### src/amc_pkg.sv
// shared constants for the mode, clock and test-pattern register block
package amc_pkg;
   localparam int NCH         = 8;
   localparam int DW          = 12;
   localparam int HDR_BITS    = 16;
   localparam int DATA_BITS   = 8;
   // register addresses on the serial control port
   localparam logic [12:0] ADDR_IDX2 = 13'h0004;
   localparam logic [12:0] ADDR_IDX1 = 13'h0005;
   localparam logic [12:0] ADDR_MODE = 13'h0008;
   localparam logic [12:0] ADDR_CLK  = 13'h0009;
   localparam logic [12:0] ADDR_TEST = 13'h000D;
   localparam logic [12:0] ADDR_XFER = 13'h00FF;
   // reset values
   localparam logic [7:0] RST_IDX  = 8'h0F;
   localparam logic [2:0] RST_MODE = 3'h0;
   localparam logic [7:0] RST_CLK  = 8'h01;
   localparam logic [7:0] RST_TEST = 8'h00;
   // field positions
   localparam int HDR_RW_BIT = 15;
   localparam int DCS_BIT    = 0;
   localparam int XFER_BIT   = 0;
   localparam int PNRST_BIT  = 4;
   localparam int UMODE_LSB  = 6;
   localparam int CLKD_BIT   = 5;
   localparam int CLKF_BIT   = 4;
   // operating mode codes
   localparam logic [2:0] MODE_RUN   = 3'h0;
   localparam logic [2:0] MODE_POWERED_DOWN  = 3'h1;
   localparam logic [2:0] MODE_STBY  = 3'h2;
   localparam logic [2:0] MODE_RESET = 3'h3;
   localparam logic [2:0] MODE_CWD   = 3'h4;
   // output test codes
   localparam logic [3:0] OTM_OFF   = 4'h0;
   localparam logic [3:0] OTM_MID   = 4'h1;
   localparam logic [3:0] OTM_PFS   = 4'h2;
   localparam logic [3:0] OTM_NFS   = 4'h3;
   localparam logic [3:0] OTM_CHK   = 4'h4;
   localparam logic [3:0] OTM_PNL   = 4'h5;
   localparam logic [3:0] OTM_PNS   = 4'h6;
   localparam logic [3:0] OTM_WTOG  = 4'h7;
   localparam logic [3:0] OTM_USER  = 4'h8;
   localparam logic [3:0] OTM_BTOG  = 4'h9;
   localparam logic [3:0] OTM_SYNC  = 4'hA;
   localparam logic [3:0] OTM_ONEB  = 4'hB;
   localparam logic [3:0] OTM_MIXED = 4'hC;
   // pattern words, offset binary
   localparam logic [11:0] PAT_MID   = 12'h800;
   localparam logic [11:0] PAT_PFS   = 12'hFFF;
   localparam logic [11:0] PAT_NFS   = 12'h000;
   localparam logic [11:0] PAT_CHK_A = 12'hAAA;
   localparam logic [11:0] PAT_CHK_B = 12'h555;
   localparam logic [11:0] PAT_SYNC  = 12'h03F;
   localparam logic [11:0] PAT_ONEB  = 12'h800;
   localparam logic [11:0] PAT_MIXED = 12'hA33;
   // generator seeds
   localparam logic [22:0] PNL_SEED = 23'h7FFFFF;
   localparam logic [8:0]  PNS_SEED = 9'h1FF;
   typedef enum logic [1:0] {SPI_IDLE, SPI_HDR, SPI_DATA, SPI_DONE} amc_spi_state_type;
endpackage

### src/amc_tpmem_if.sv
// carrier between register core and per-channel test register store
interface amc_tpmem_if;
   import amc_pkg::*;
   logic               wr_en;
   logic [NCH-1:0]     wr_mask;
   logic [7:0]         wr_data;
   logic               xfer;
   logic [2:0]         rd_ch;
   logic [7:0]         rd_data;
   logic [NCH*8-1:0]   active;
   modport core (output wr_en, wr_mask, wr_data, xfer, rd_ch, input rd_data, active);
   modport mem  (input wr_en, wr_mask, wr_data, xfer, rd_ch, output rd_data, active);
endinterface

### src/amc_tpmem.sv
// staged and active test register per channel
module amc_tpmem
   import amc_pkg::*;
(
   input wire logic clk,   // sample clock
   input wire logic rst_n, // sync reset, low
   amc_tpmem_if.mem m      // core side
);
   logic [7:0] stg_r   [NCH];
   logic [7:0] stg_nxt [NCH];
   logic [7:0] act_r   [NCH];
   logic [7:0] act_nxt [NCH];
   logic [7:0] rd_r;
   logic [7:0] rd_nxt;

   always_comb
   begin
      for (int i = 0; i < NCH; i++)
      begin
         stg_nxt[i] = stg_r[i];
         act_nxt[i] = act_r[i];
         if (m.wr_en && m.wr_mask[i])
            stg_nxt[i] = m.wr_data;
         if (m.xfer)
            act_nxt[i] = stg_r[i];
      end
      rd_nxt = stg_r[m.rd_ch];
   end

   always_ff @(posedge clk)
   begin
      if (!rst_n)
      begin
         for (int i = 0; i < NCH; i++)
         begin
            stg_r[i] <= RST_TEST;
            act_r[i] <= RST_TEST;
         end
         rd_r <= 8'h00;
      end
      else
      begin
         stg_r <= stg_nxt;
         act_r <= act_nxt;
         rd_r  <= rd_nxt;
      end
   end

   assign m.rd_data = rd_r;
   for (genvar g = 0; g < NCH; g++)
   begin : g_act
      assign m.active[g*8 +: 8] = act_r[g];
   end

   property p_unsel_kept;
      @(posedge clk) disable iff (!rst_n)
      m.wr_en && !m.wr_mask[NCH-1] && !m.xfer |=> stg_r[NCH-1] == $past(stg_r[NCH-1]);
   endproperty
   a_unsel_kept: assert property (p_unsel_kept) else $error("unselected channel written");
endmodule

### src/amc_regs.sv
// mode, clock and test-pattern registers behind the serial control port
// Behaviour
// - mode 000 run, 001 power-down, 010 standby
// - mode 011 reset, 100 cw, gain path off
// - clock bit0 enables duty stabilizer, default on
// - user test mode field selects alternation style
// - generator reset bit holds short sequence generator
// - test codes 0-3: off, midscale, +full, -full
// - codes 4-6: checkerboard, long, short sequences
// - codes 7-9: word toggle, user word, bit toggle
// - test pattern replaces samples on outputs
// - test selects per channel, sequence settings global
// - patterns follow the selected output number format
// - index bits choose channels receiving local writes
// - transfer bit copies staged values to active
module amc_regs
   import amc_pkg::*;
(
   input  wire logic              clk,                     // sample clock, 250 MHz
   input  wire logic              rst_n,                   // sync reset, low
   input  wire logic              spi_sclk,                // serial port clock pin
   input  wire logic              spi_csb_n,               // serial port select, low
   input  wire logic              spi_sdio_i,              // serial data pin in
   output logic                   spi_sdio_o,              // serial data pin out
   output logic                   spi_sdio_oe,             // high while driving sdio
   input  wire logic [NCH*DW-1:0] adc_sample,              // converted samples, A in low bits
   input  wire logic              adc_valid,               // one pulse per sample
   input  wire logic              fmt_twos_cmp,            // output format: twos complement
   input  wire logic [DW-1:0]     user_pattern,            // user pattern word
   output logic [NCH*DW-1:0]      ser_data,                // words to the serial outputs
   output logic                   ser_valid,               // ser_data updated, run and cw modes only
   output logic                   powered_down,            // full power-down
   output logic                   standby,                 // standby
   output logic                   chip_in_reset,           // held in reset
   output logic                   continuous_wave_doppler, // cw mode
   output logic                   time_gain_path_on,       // gain path powered
   output logic                   duty_stabilizer_en,      // duty cycle stabilizer on
   output logic                   dco_sel,                 // clock channel DCO addressed
   output logic                   fco_sel                  // clock channel FCO addressed
);
   amc_tpmem_if tp ();
   amc_tpmem u_mem (.clk(clk), .rst_n(rst_n), .m(tp.mem));

   // pin synchronisers; third stage only feeds edge detection
   logic [2:0] sclk_r;
   logic [1:0] csb_r;
   logic [1:0] sdio_r;
   always_ff @(posedge clk)
   begin
      if (!rst_n)
      begin
         sclk_r <= 3'h0;
         csb_r  <= 2'h3;
         sdio_r <= 2'h0;
      end
      else
      begin
         sclk_r <= {sclk_r[1:0], spi_sclk};
         csb_r  <= {csb_r[0], spi_csb_n};
         sdio_r <= {sdio_r[0], spi_sdio_i};
      end
   end
   logic sclk_rise;
   logic sclk_fall;
   assign sclk_rise = sclk_r[1] & ~sclk_r[2];
   assign sclk_fall = ~sclk_r[1] & sclk_r[2];

   // registers
   logic [7:0] idx1_r, idx1_nxt, idx2_r, idx2_nxt;
   logic [2:0] mode_stg_r, mode_stg_nxt, mode_r, mode_nxt;
   logic       dcs_stg_r, dcs_stg_nxt, dcs_r, dcs_nxt;
   logic       pn_stg_r, pn_stg_nxt, pn_r, pn_nxt;
   // serial port engine
   amc_spi_state_type st_r, st_nxt;
   logic [3:0]  cnt_r, cnt_nxt;
   logic [15:0] hdr_r, hdr_nxt;
   logic [7:0]  dat_r, dat_nxt;
   logic [7:0]  sdo_r, sdo_nxt;
   logic        oe_r, oe_nxt;
   logic        wr_go;
   logic        xfer_go;
   logic [12:0] rd_addr;
   logic [NCH-1:0] ch_mask;

   assign ch_mask = {idx2_r[3:0], idx1_r[3:0]};

   function automatic logic [2:0] first_ch(input logic [NCH-1:0] mask);
      logic [2:0] c;
      c = 3'h0;
      for (int i = NCH - 1; i >= 0; i--)
         if (mask[i])
            c = 3'(i);
      return c;
   endfunction

   function automatic logic [7:0] reg_read(input logic [12:0] a);
      case (a)
         ADDR_IDX1: return idx1_r;
         ADDR_IDX2: return idx2_r;
         ADDR_MODE: return {5'h00, mode_stg_r};
         ADDR_CLK:  return {7'h00, dcs_stg_r};
         ADDR_TEST: return tp.rd_data;
         default:   return 8'h00;
      endcase
   endfunction

   assign rd_addr = {hdr_r[11:0], sdio_r[1]};

   always_comb
   begin
      st_nxt  = st_r;
      cnt_nxt = cnt_r;
      hdr_nxt = hdr_r;
      dat_nxt = dat_r;
      sdo_nxt = sdo_r;
      oe_nxt  = oe_r;
      wr_go   = 1'b0;
      if (csb_r[1])
      begin
         st_nxt = SPI_IDLE;
         oe_nxt = 1'b0;
      end
      else
         case (st_r)
            SPI_IDLE:
            begin
               st_nxt  = SPI_HDR;
               cnt_nxt = 4'h0;
            end
            SPI_HDR:
               if (sclk_rise)
               begin
                  hdr_nxt = {hdr_r[14:0], sdio_r[1]};
                  cnt_nxt = cnt_r + 4'h1;
                  if (cnt_r == 4'(HDR_BITS - 1))
                  begin
                     st_nxt  = SPI_DATA;
                     cnt_nxt = 4'h0;
                     sdo_nxt = reg_read(rd_addr);
                     oe_nxt  = hdr_r[HDR_RW_BIT-1];
                  end
               end
            SPI_DATA:
               if (sclk_rise)
               begin
                  dat_nxt = {dat_r[6:0], sdio_r[1]};
                  cnt_nxt = cnt_r + 4'h1;
                  if (cnt_r == 4'(DATA_BITS - 1))
                  begin
                     st_nxt = SPI_DONE;
                     wr_go  = ~hdr_r[HDR_RW_BIT];
                  end
               end
               else if (sclk_fall && cnt_r != 4'h0)
                  sdo_nxt = {sdo_r[6:0], 1'b0};
            SPI_DONE:
               if (sclk_fall)
                  oe_nxt = 1'b0;
            default:
               st_nxt = SPI_IDLE;
         endcase
   end

   logic [7:0] wdat;
   assign wdat    = {dat_r[6:0], sdio_r[1]};
   assign xfer_go = wr_go && hdr_r[12:0] == ADDR_XFER && wdat[XFER_BIT];
   assign tp.wr_en   = wr_go && hdr_r[12:0] == ADDR_TEST;
   assign tp.wr_mask = ch_mask;
   assign tp.wr_data = wdat;
   assign tp.xfer    = xfer_go;
   assign tp.rd_ch   = first_ch(ch_mask);

   always_comb
   begin
      idx1_nxt     = idx1_r;
      idx2_nxt     = idx2_r;
      mode_stg_nxt = mode_stg_r;
      dcs_stg_nxt  = dcs_stg_r;
      pn_stg_nxt   = pn_stg_r;
      if (wr_go)
         case (hdr_r[12:0])
            ADDR_IDX1: idx1_nxt = {2'h0, wdat[5:0]};
            ADDR_IDX2: idx2_nxt = {4'h0, wdat[3:0]};
            ADDR_MODE: mode_stg_nxt = wdat[2:0];
            ADDR_CLK:  dcs_stg_nxt = wdat[DCS_BIT];
            ADDR_TEST: pn_stg_nxt = wdat[PNRST_BIT];
            default:   ;
         endcase
      // staged values only reach the block on a transfer
      mode_nxt = xfer_go ? mode_stg_r : mode_r;
      dcs_nxt  = xfer_go ? dcs_stg_r : dcs_r;
      pn_nxt   = xfer_go ? pn_stg_r : pn_r;
   end

   always_ff @(posedge clk)
   begin
      if (!rst_n)
      begin
         st_r       <= SPI_IDLE;
         cnt_r      <= 4'h0;
         hdr_r      <= 16'h0000;
         dat_r      <= 8'h00;
         sdo_r      <= 8'h00;
         oe_r       <= 1'b0;
         idx1_r     <= RST_IDX;
         idx2_r     <= RST_IDX;
         mode_stg_r <= RST_MODE;
         mode_r     <= RST_MODE;
         dcs_stg_r  <= RST_CLK[DCS_BIT];
         dcs_r      <= RST_CLK[DCS_BIT];
         pn_stg_r   <= RST_TEST[PNRST_BIT];
         pn_r       <= RST_TEST[PNRST_BIT];
      end
      else
      begin
         st_r       <= st_nxt;
         cnt_r      <= cnt_nxt;
         hdr_r      <= hdr_nxt;
         dat_r      <= dat_nxt;
         sdo_r      <= sdo_nxt;
         oe_r       <= oe_nxt;
         idx1_r     <= idx1_nxt;
         idx2_r     <= idx2_nxt;
         mode_stg_r <= mode_stg_nxt;
         mode_r     <= mode_nxt;
         dcs_stg_r  <= dcs_stg_nxt;
         dcs_r      <= dcs_nxt;
         pn_stg_r   <= pn_stg_nxt;
         pn_r       <= pn_nxt;
      end
   end

   assign spi_sdio_o  = sdo_r[7];
   assign spi_sdio_oe = oe_r;
   assign powered_down            = mode_r == MODE_POWERED_DOWN;
   assign standby                 = mode_r == MODE_STBY;
   assign chip_in_reset           = mode_r == MODE_RESET;
   assign continuous_wave_doppler = mode_r == MODE_CWD;
   assign time_gain_path_on       = mode_r == MODE_RUN;
   assign duty_stabilizer_en      = dcs_r;
   assign dco_sel = idx1_r[CLKD_BIT];
   assign fco_sel = idx1_r[CLKF_BIT];

   // shared generators: one long and one short sequence for all channels
   logic [22:0] pnl_r, pnl_nxt;
   logic [8:0]  pns_r, pns_nxt;
   logic        ph_r, ph_nxt;
   logic [NCH*DW-1:0] out_r, out_nxt;
   logic        vld_r, vld_nxt;

   function automatic logic [DW-1:0] pattern(input logic [7:0] t, input logic [DW-1:0] usr,
                                              input logic ph, input logic [DW-1:0] pl,
                                              input logic [DW-1:0] ps, input logic twos);
      logic [DW-1:0] w;
      case (t[3:0])
         OTM_MID:   w = PAT_MID;
         OTM_PFS:   w = PAT_PFS;
         OTM_NFS:   w = PAT_NFS;
         OTM_CHK:   w = ph ? PAT_CHK_B : PAT_CHK_A;
         OTM_PNL:   w = pl;
         OTM_PNS:   w = ps;
         OTM_WTOG:  w = ph ? PAT_NFS : PAT_PFS;
         OTM_USER:  w = (t[UMODE_LSB] && ph) ? ~usr : usr;
         OTM_BTOG:  w = PAT_CHK_A;
         OTM_SYNC:  w = PAT_SYNC;
         OTM_ONEB:  w = PAT_ONEB;
         OTM_MIXED: w = PAT_MIXED;
         default:   w = PAT_MID;
      endcase
      // patterns are built offset binary; flipping the top bit gives twos complement
      return twos ? {~w[DW-1], w[DW-2:0]} : w;
   endfunction

   always_comb
   begin
      pnl_nxt = pnl_r;
      pns_nxt = pns_r;
      ph_nxt  = ph_r;
      if (adc_valid)
      begin
         pnl_nxt = {pnl_r[21:0], pnl_r[22] ^ pnl_r[17]};
         pns_nxt = {pns_r[7:0], pns_r[8] ^ pns_r[4]};
         ph_nxt  = ~ph_r;
      end
      if (chip_in_reset)
      begin
         pnl_nxt = PNL_SEED;
         ph_nxt  = 1'b0;
      end
      if (chip_in_reset || pn_r)
         pns_nxt = PNS_SEED;
      vld_nxt = adc_valid && (time_gain_path_on || continuous_wave_doppler);
      out_nxt = out_r;
      for (int i = 0; i < NCH; i++)
         if (adc_valid)
            out_nxt[i*DW +: DW] = (tp.active[i*8 +: 4] == OTM_OFF) ? adc_sample[i*DW +: DW] :
               pattern(tp.active[i*8 +: 8], user_pattern, ph_r, pnl_r[DW-1:0],
                       {3'h0, pns_r}, fmt_twos_cmp);
   end

   always_ff @(posedge clk)
   begin
      if (!rst_n)
      begin
         pnl_r <= PNL_SEED;
         pns_r <= PNS_SEED;
         ph_r  <= 1'b0;
         out_r <= '0;
         vld_r <= 1'b0;
      end
      else
      begin
         pnl_r <= pnl_nxt;
         pns_r <= pns_nxt;
         ph_r  <= ph_nxt;
         out_r <= out_nxt;
         vld_r <= vld_nxt;
      end
   end
   assign ser_data  = out_r;
   assign ser_valid = vld_r;

   property p_powered_down_on_xfer;
      @(posedge clk) disable iff (!rst_n)
      xfer_go && mode_stg_r == MODE_POWERED_DOWN |=> powered_down && !standby;
   endproperty
   a_powered_down_on_xfer: assert property (p_powered_down_on_xfer) else $error("power-down not applied");
   property p_cw_no_gain;
      @(posedge clk) disable iff (!rst_n)
      xfer_go && mode_stg_r == MODE_CWD |=> continuous_wave_doppler && !time_gain_path_on;
   endproperty
   a_cw_no_gain: assert property (p_cw_no_gain) else $error("cw mode left gain path on");
   property p_reset_holds_gen;
      @(posedge clk) disable iff (!rst_n)
      chip_in_reset |=> pnl_r == PNL_SEED;
   endproperty
   a_reset_holds_gen: assert property (p_reset_holds_gen) else $error("generator ran in reset");
   property p_dcs;
      @(posedge clk) disable iff (!rst_n)
      xfer_go |=> duty_stabilizer_en == $past(dcs_stg_r);
   endproperty
   a_dcs: assert property (p_dcs) else $error("stabilizer setting not applied");
   property p_pns_held;
      @(posedge clk) disable iff (!rst_n)
      pn_r ##1 pn_r |-> pns_r == PNS_SEED;
   endproperty
   a_pns_held: assert property (p_pns_held) else $error("short generator not held");
   property p_mid;
      @(posedge clk) disable iff (!rst_n)
      adc_valid && tp.active[3:0] == OTM_MID && !fmt_twos_cmp |=> ser_data[DW-1:0] == PAT_MID;
   endproperty
   a_mid: assert property (p_mid) else $error("midscale word wrong");
   property p_pass;
      @(posedge clk) disable iff (!rst_n)
      adc_valid && tp.active[3:0] == OTM_OFF |=> ser_data[DW-1:0] == $past(adc_sample[DW-1:0]);
   endproperty
   a_pass: assert property (p_pass) else $error("sample not passed through");
   property p_twos;
      @(posedge clk) disable iff (!rst_n)
      adc_valid && tp.active[3:0] == OTM_PFS && fmt_twos_cmp |=> ser_data[DW-1:0] == 12'h7FF;
   endproperty
   a_twos: assert property (p_twos) else $error("format not applied");
   property p_stage_only;
      @(posedge clk) disable iff (!rst_n)
      !xfer_go |=> mode_r == $past(mode_r) && dcs_r == $past(dcs_r);
   endproperty
   a_stage_only: assert property (p_stage_only) else $error("active changed without transfer");
endmodule

### config.mk
export PLATFORM = sky130hd
export DESIGN_NAME = amc_regs
export DESIGN_NICKNAME = d
export VERILOG_FILES = /design/src/amc_pkg.sv /design/src/amc_tpmem_if.sv /design/src/amc_tpmem.sv /design/src/amc_regs.sv
export SDC_FILE = /design/constraint.sdc
export NUM_CORES = 1
export LEC_CHECK = 0
export ABC_AREA = 1
export BUFFER_PORTS_ARGS = -buffer_cell sky130_fd_sc_hd__clkbuf_2
export CAP_MARGIN = 20
export CORE_MARGIN = 4
export CORE_UTILIZATION = 55
export DETAILED_ROUTE_END_ITERATION = 12
export GPL_TIMING_DRIVEN = 0
export HOLD_SLACK_MARGIN = 0.08
export PLACE_DENSITY = 0.87
export RECOVER_POWER = 25
export SYNTH_ARGS = -nofsm -noshare
export SYNTH_HDL_FRONTEND = slang
export SYNTH_SLANG_ARGS = --single-unit
### constraint.sdc
create_clock -name clk -period 3.2 [get_ports clk]
set_input_delay 0.16 -clock clk [delete_from_list [all_inputs] [get_ports clk]]
set_output_delay 0.16 -clock clk [all_outputs]
set_load 0.01 [all_outputs]
==> impl_metrics.csv <==
group,metric,value,unit
final_layout,fin_nets,3205,
drt,first_pass_iters,9,
drt,detail_route.wl_per_cell,23.4,um
critical_path,worst-setup-path-type,"reg -> reg",
yosys,synth.most_common_cell,"nand2_1",
drt,vias_per_cell,6.33,
power,peakVddDrop,0.447,mV
drt,route.detailed.drc,0,
die,pin_count,222,
sta,fmax,0.361,GHz
global_route,grt_antenna_before_repair,4,
run,max_cap_violations,0,
critical_path,cp.required,3.61,ns
clocking,post_cts_resized,0,
global_route,first_global_vias,20700,
die,initial_utilization,0.561,
critical_path,slowest_delay,0.65,ns
critical_path,crit_family,"simple AND/OR/NAND/NOR gates",
clocking,cts_tree,"built",
critical_path,cp_common_cell,"inv_1",
final_layout,multi_input_area,9370,um2
yosys,async_flop_share,0,
critical_path,cp_cell_sequence,"buf_2 -> inv_1 -> clkbuf_1 -> nand3_1 -> nand2_1 -> nor3b_1 -> o211ai_1 -> o21ai_0 -> inv_1",
critical_path,r2r_end,"ser_data[13]",
sta,tightest_slew,1.10,ns
clocking,htreeDepth,2,
yosys,synth_area,17300,um2
drt,ant_nets,0,
worst_hold_path,hp-class,"in -> reg",
yosys,yosys_warnings,0,
yosys,avgSynthCellArea,6.31,um2
yosys,netlist_top_cells_count,"601 x nand2_1, 311 x nor2_1, 307 x dfxtp_1, 291 x inv_1, 255 x nand3_1",
power,power_leakage,9.73,nW
global_route,grt_max_degree,15,
place,post-dp-hpwl,60200,um
clocking,clockRootBuffer,"clkbuf_16",
yosys,syn-num-nets,2864,
worst_hold_path,hold_path_depth,5,
power,power_density,449,nW/um2
yosys,synth.distinct_cells,40,
clocking,cts_buffers,35,
critical_path,reg2reg_depth,9,
critical_path,critPathLaunchType,"flip-flop",
critical_path,critical_path.max_fanout,10,
run_status,status,"completed",
worst_hold_path,hold_path_end,"ser_data[59]",
yosys,synth_top_cell_area_share,0.355,
sta,rsz0062_at_grt,"false",
die,die-area,34400,um2
die,core_area,30800,um2
yosys,ys_seq_area_frac,0.355,
final_layout,area_growth,20.9,%
place,post_dp_cell_area,18900,um2
place,gp_congestion,1.07,
yosys,ys_seq_elements,307,
yosys,synth_cells,2743,
drt,drtIter0Drc,3460,
sta,period_needed,2.77,ns
drt,vias,22200,
drt,routed_wl,82100,um
final_layout,drive_gt1_frac,0.0650,
clocking,clkLatencyLatePin,0.54,ns
clocking,postCtsSetupBuffers,0,
sta,finClkSkew,0.0203,ns
yosys,yosys-top-cells-area,"dfxtp_1 36%, nand2_1 13%, nand3_1 7.4%",
die,die_h,185,um
global_route,grt_pass1_wl,122000,um
sta,finalSetupViolCount,0,
critical_path,crit_arrival,3.18,ns
sta,relSlewSlack,0.266,
yosys,synth_edf_count,0,
worst_hold_path,min-delay-start,"adc_sample[59]",
die,rows,64,
critical_path,ff2ff_setup_slack,0.43,ns
sta,maxSlewViolCount,0,
place,portBuffers,211,
critical_path,path_buf_inv,4,
sta,fin_setup_tns,0,ns
clocking,clk_path_buf_depth,3,
final_layout,fill_cells,2687,
global_route,overflow,0,
yosys,synthFlopType,"dfxtp_1",
critical_path,critPathCaptureType,"flip-flop",
power,power,0.00940,W
sta,finalHoldViolCount,0,
final_layout,post-route-util,0.678,
clocking,cts_sinks,307,
global_route,grt_usage,0.461,
critical_path,setup.worst_path.start,"ph_r",
sta,post-route-period-util,0.865,
clocking,path_clk_slew,0.06,ns
critical_path,r2r_start,"ph_r",
die,die_x,185,um
critical_path,slowest_stage,"nor3b_1",
final_layout,regArea,6150,um2
final_layout,finalInstanceArea,20900,um2
yosys,synth_area_leader_cell,"dfxtp_1",
-- per-stage QoR --
stage                     cells  hold slack, ns  setup slack (ns)
after floorplan            2743           0.258              1.44
after global placement     3350           0.346             0.694
after detailed placement   3350           0.345             0.677
after CTS                  3506          0.0836             0.654
after global routing       3506           0.123             0.401
final                      3509          0.0837             0.433
-- how the worst max path moves through the flow --
stage,end,slack (ns),cells after the start
finish,ser_data[13],0.43,9
global route,ser_data[13],0.40,9
CTS,ser_data[13],0.65,9
detailed placement,ser_data[13],0.68,9
global placement,ser_data[13],0.69,9
floorplan,cnt_r[0],1.44,9
-- worst register-to-register path: stages, from the launching register on --
cell and delay [ns]:
dfxtp_1 0.30, buf_2 0.20, inv_1 0.13, clkbuf_1 0.36
nand3_1 0.23, nand2_1 0.10, nor3b_1 0.65, o211ai_1 0.30
o21ai_0 0.30, inv_1 0.07
-- final cells by class --
cell class	instances	share of cell area
Clock inverter	16	0.0130
Inverter	302	0.0542
Clock buffer	47	0.0465
Timing Repair Buffer	304	0.0890
Sequential cell	307	0.294
Antenna cell	3	0.000359
Tap cell	396	0.0237
Multi-Input combinational cell	1968	0.448
Buffer	166	0.0316
-- metal layers --
layer | global-route usage | part of all wire | up-vias
li1 | - | - | 9879
met3 | 0.100 | 0.12 | 469
met5 | 0 | 0 | -
met4 | 0.311 | 0.088 | 0
met1 | 0.553 | 0.36 | 10000
met2 | 0.740 | 0.43 | 1836
-- registers in the layout, summed over array words and instances, names as in the netlist, 2 cells and up --
signal / cells
dat_r: 7
sdio_r: 2
idx1_r: 6
ser_data: 96
idx2_r: 4
sclk_r: 3
pnl_r: 23
u_mem.m.active: 40
u_mem.stg_r: 64
pns_r: 9
mode_r: 3
cnt_r: 4
csb_r: 2
hdr_r: 16
mode_stg_r: 3
u_mem.m.rd_data: 8
sdo_r: 8
st_r: 2
-- cell usage in the layout, fill, tap and decap left out, types with 93 or more instances in the layout --
cell type / n
dlygate4sd3_1: 93
o21ai_0: 230
a21oi_1: 253
nand2_1: 601
clkbuf_2: 112
clkbuf_1: 250
nor2_1: 311
nand3_1: 255
dfxtp_1: 307
inv_1: 291
-- power by group --
part	switching (W)	total, W	internal [W]
Sequential	0.0000955	0.00403	0.00394
Combinational	0.000637	0.000944	0.000307
Clock	0.00171	0.00442	0.00271
-- repair_timing --
item	4_1_cts	5_1_grt
hold buffers	93	0
hold endpoints to repair	93	0
setup endpoints to repair	0	0
-- cells by family (layout without fill, tap and decap cells) --
logic type	Yosys count	in the layout	share of synthesized area
other	0	3	0
buffers and inverters	468	835	0.104
xor gates and xnor gates	5	5	0.00253
DFF	307	307	0.355
and+or+nand+nor	1333	1333	0.331
AOI/OAI and AO/OA	624	624	0.203
adders and majority gates	6	6	0.00434
(Power assumes the default switching activity.)
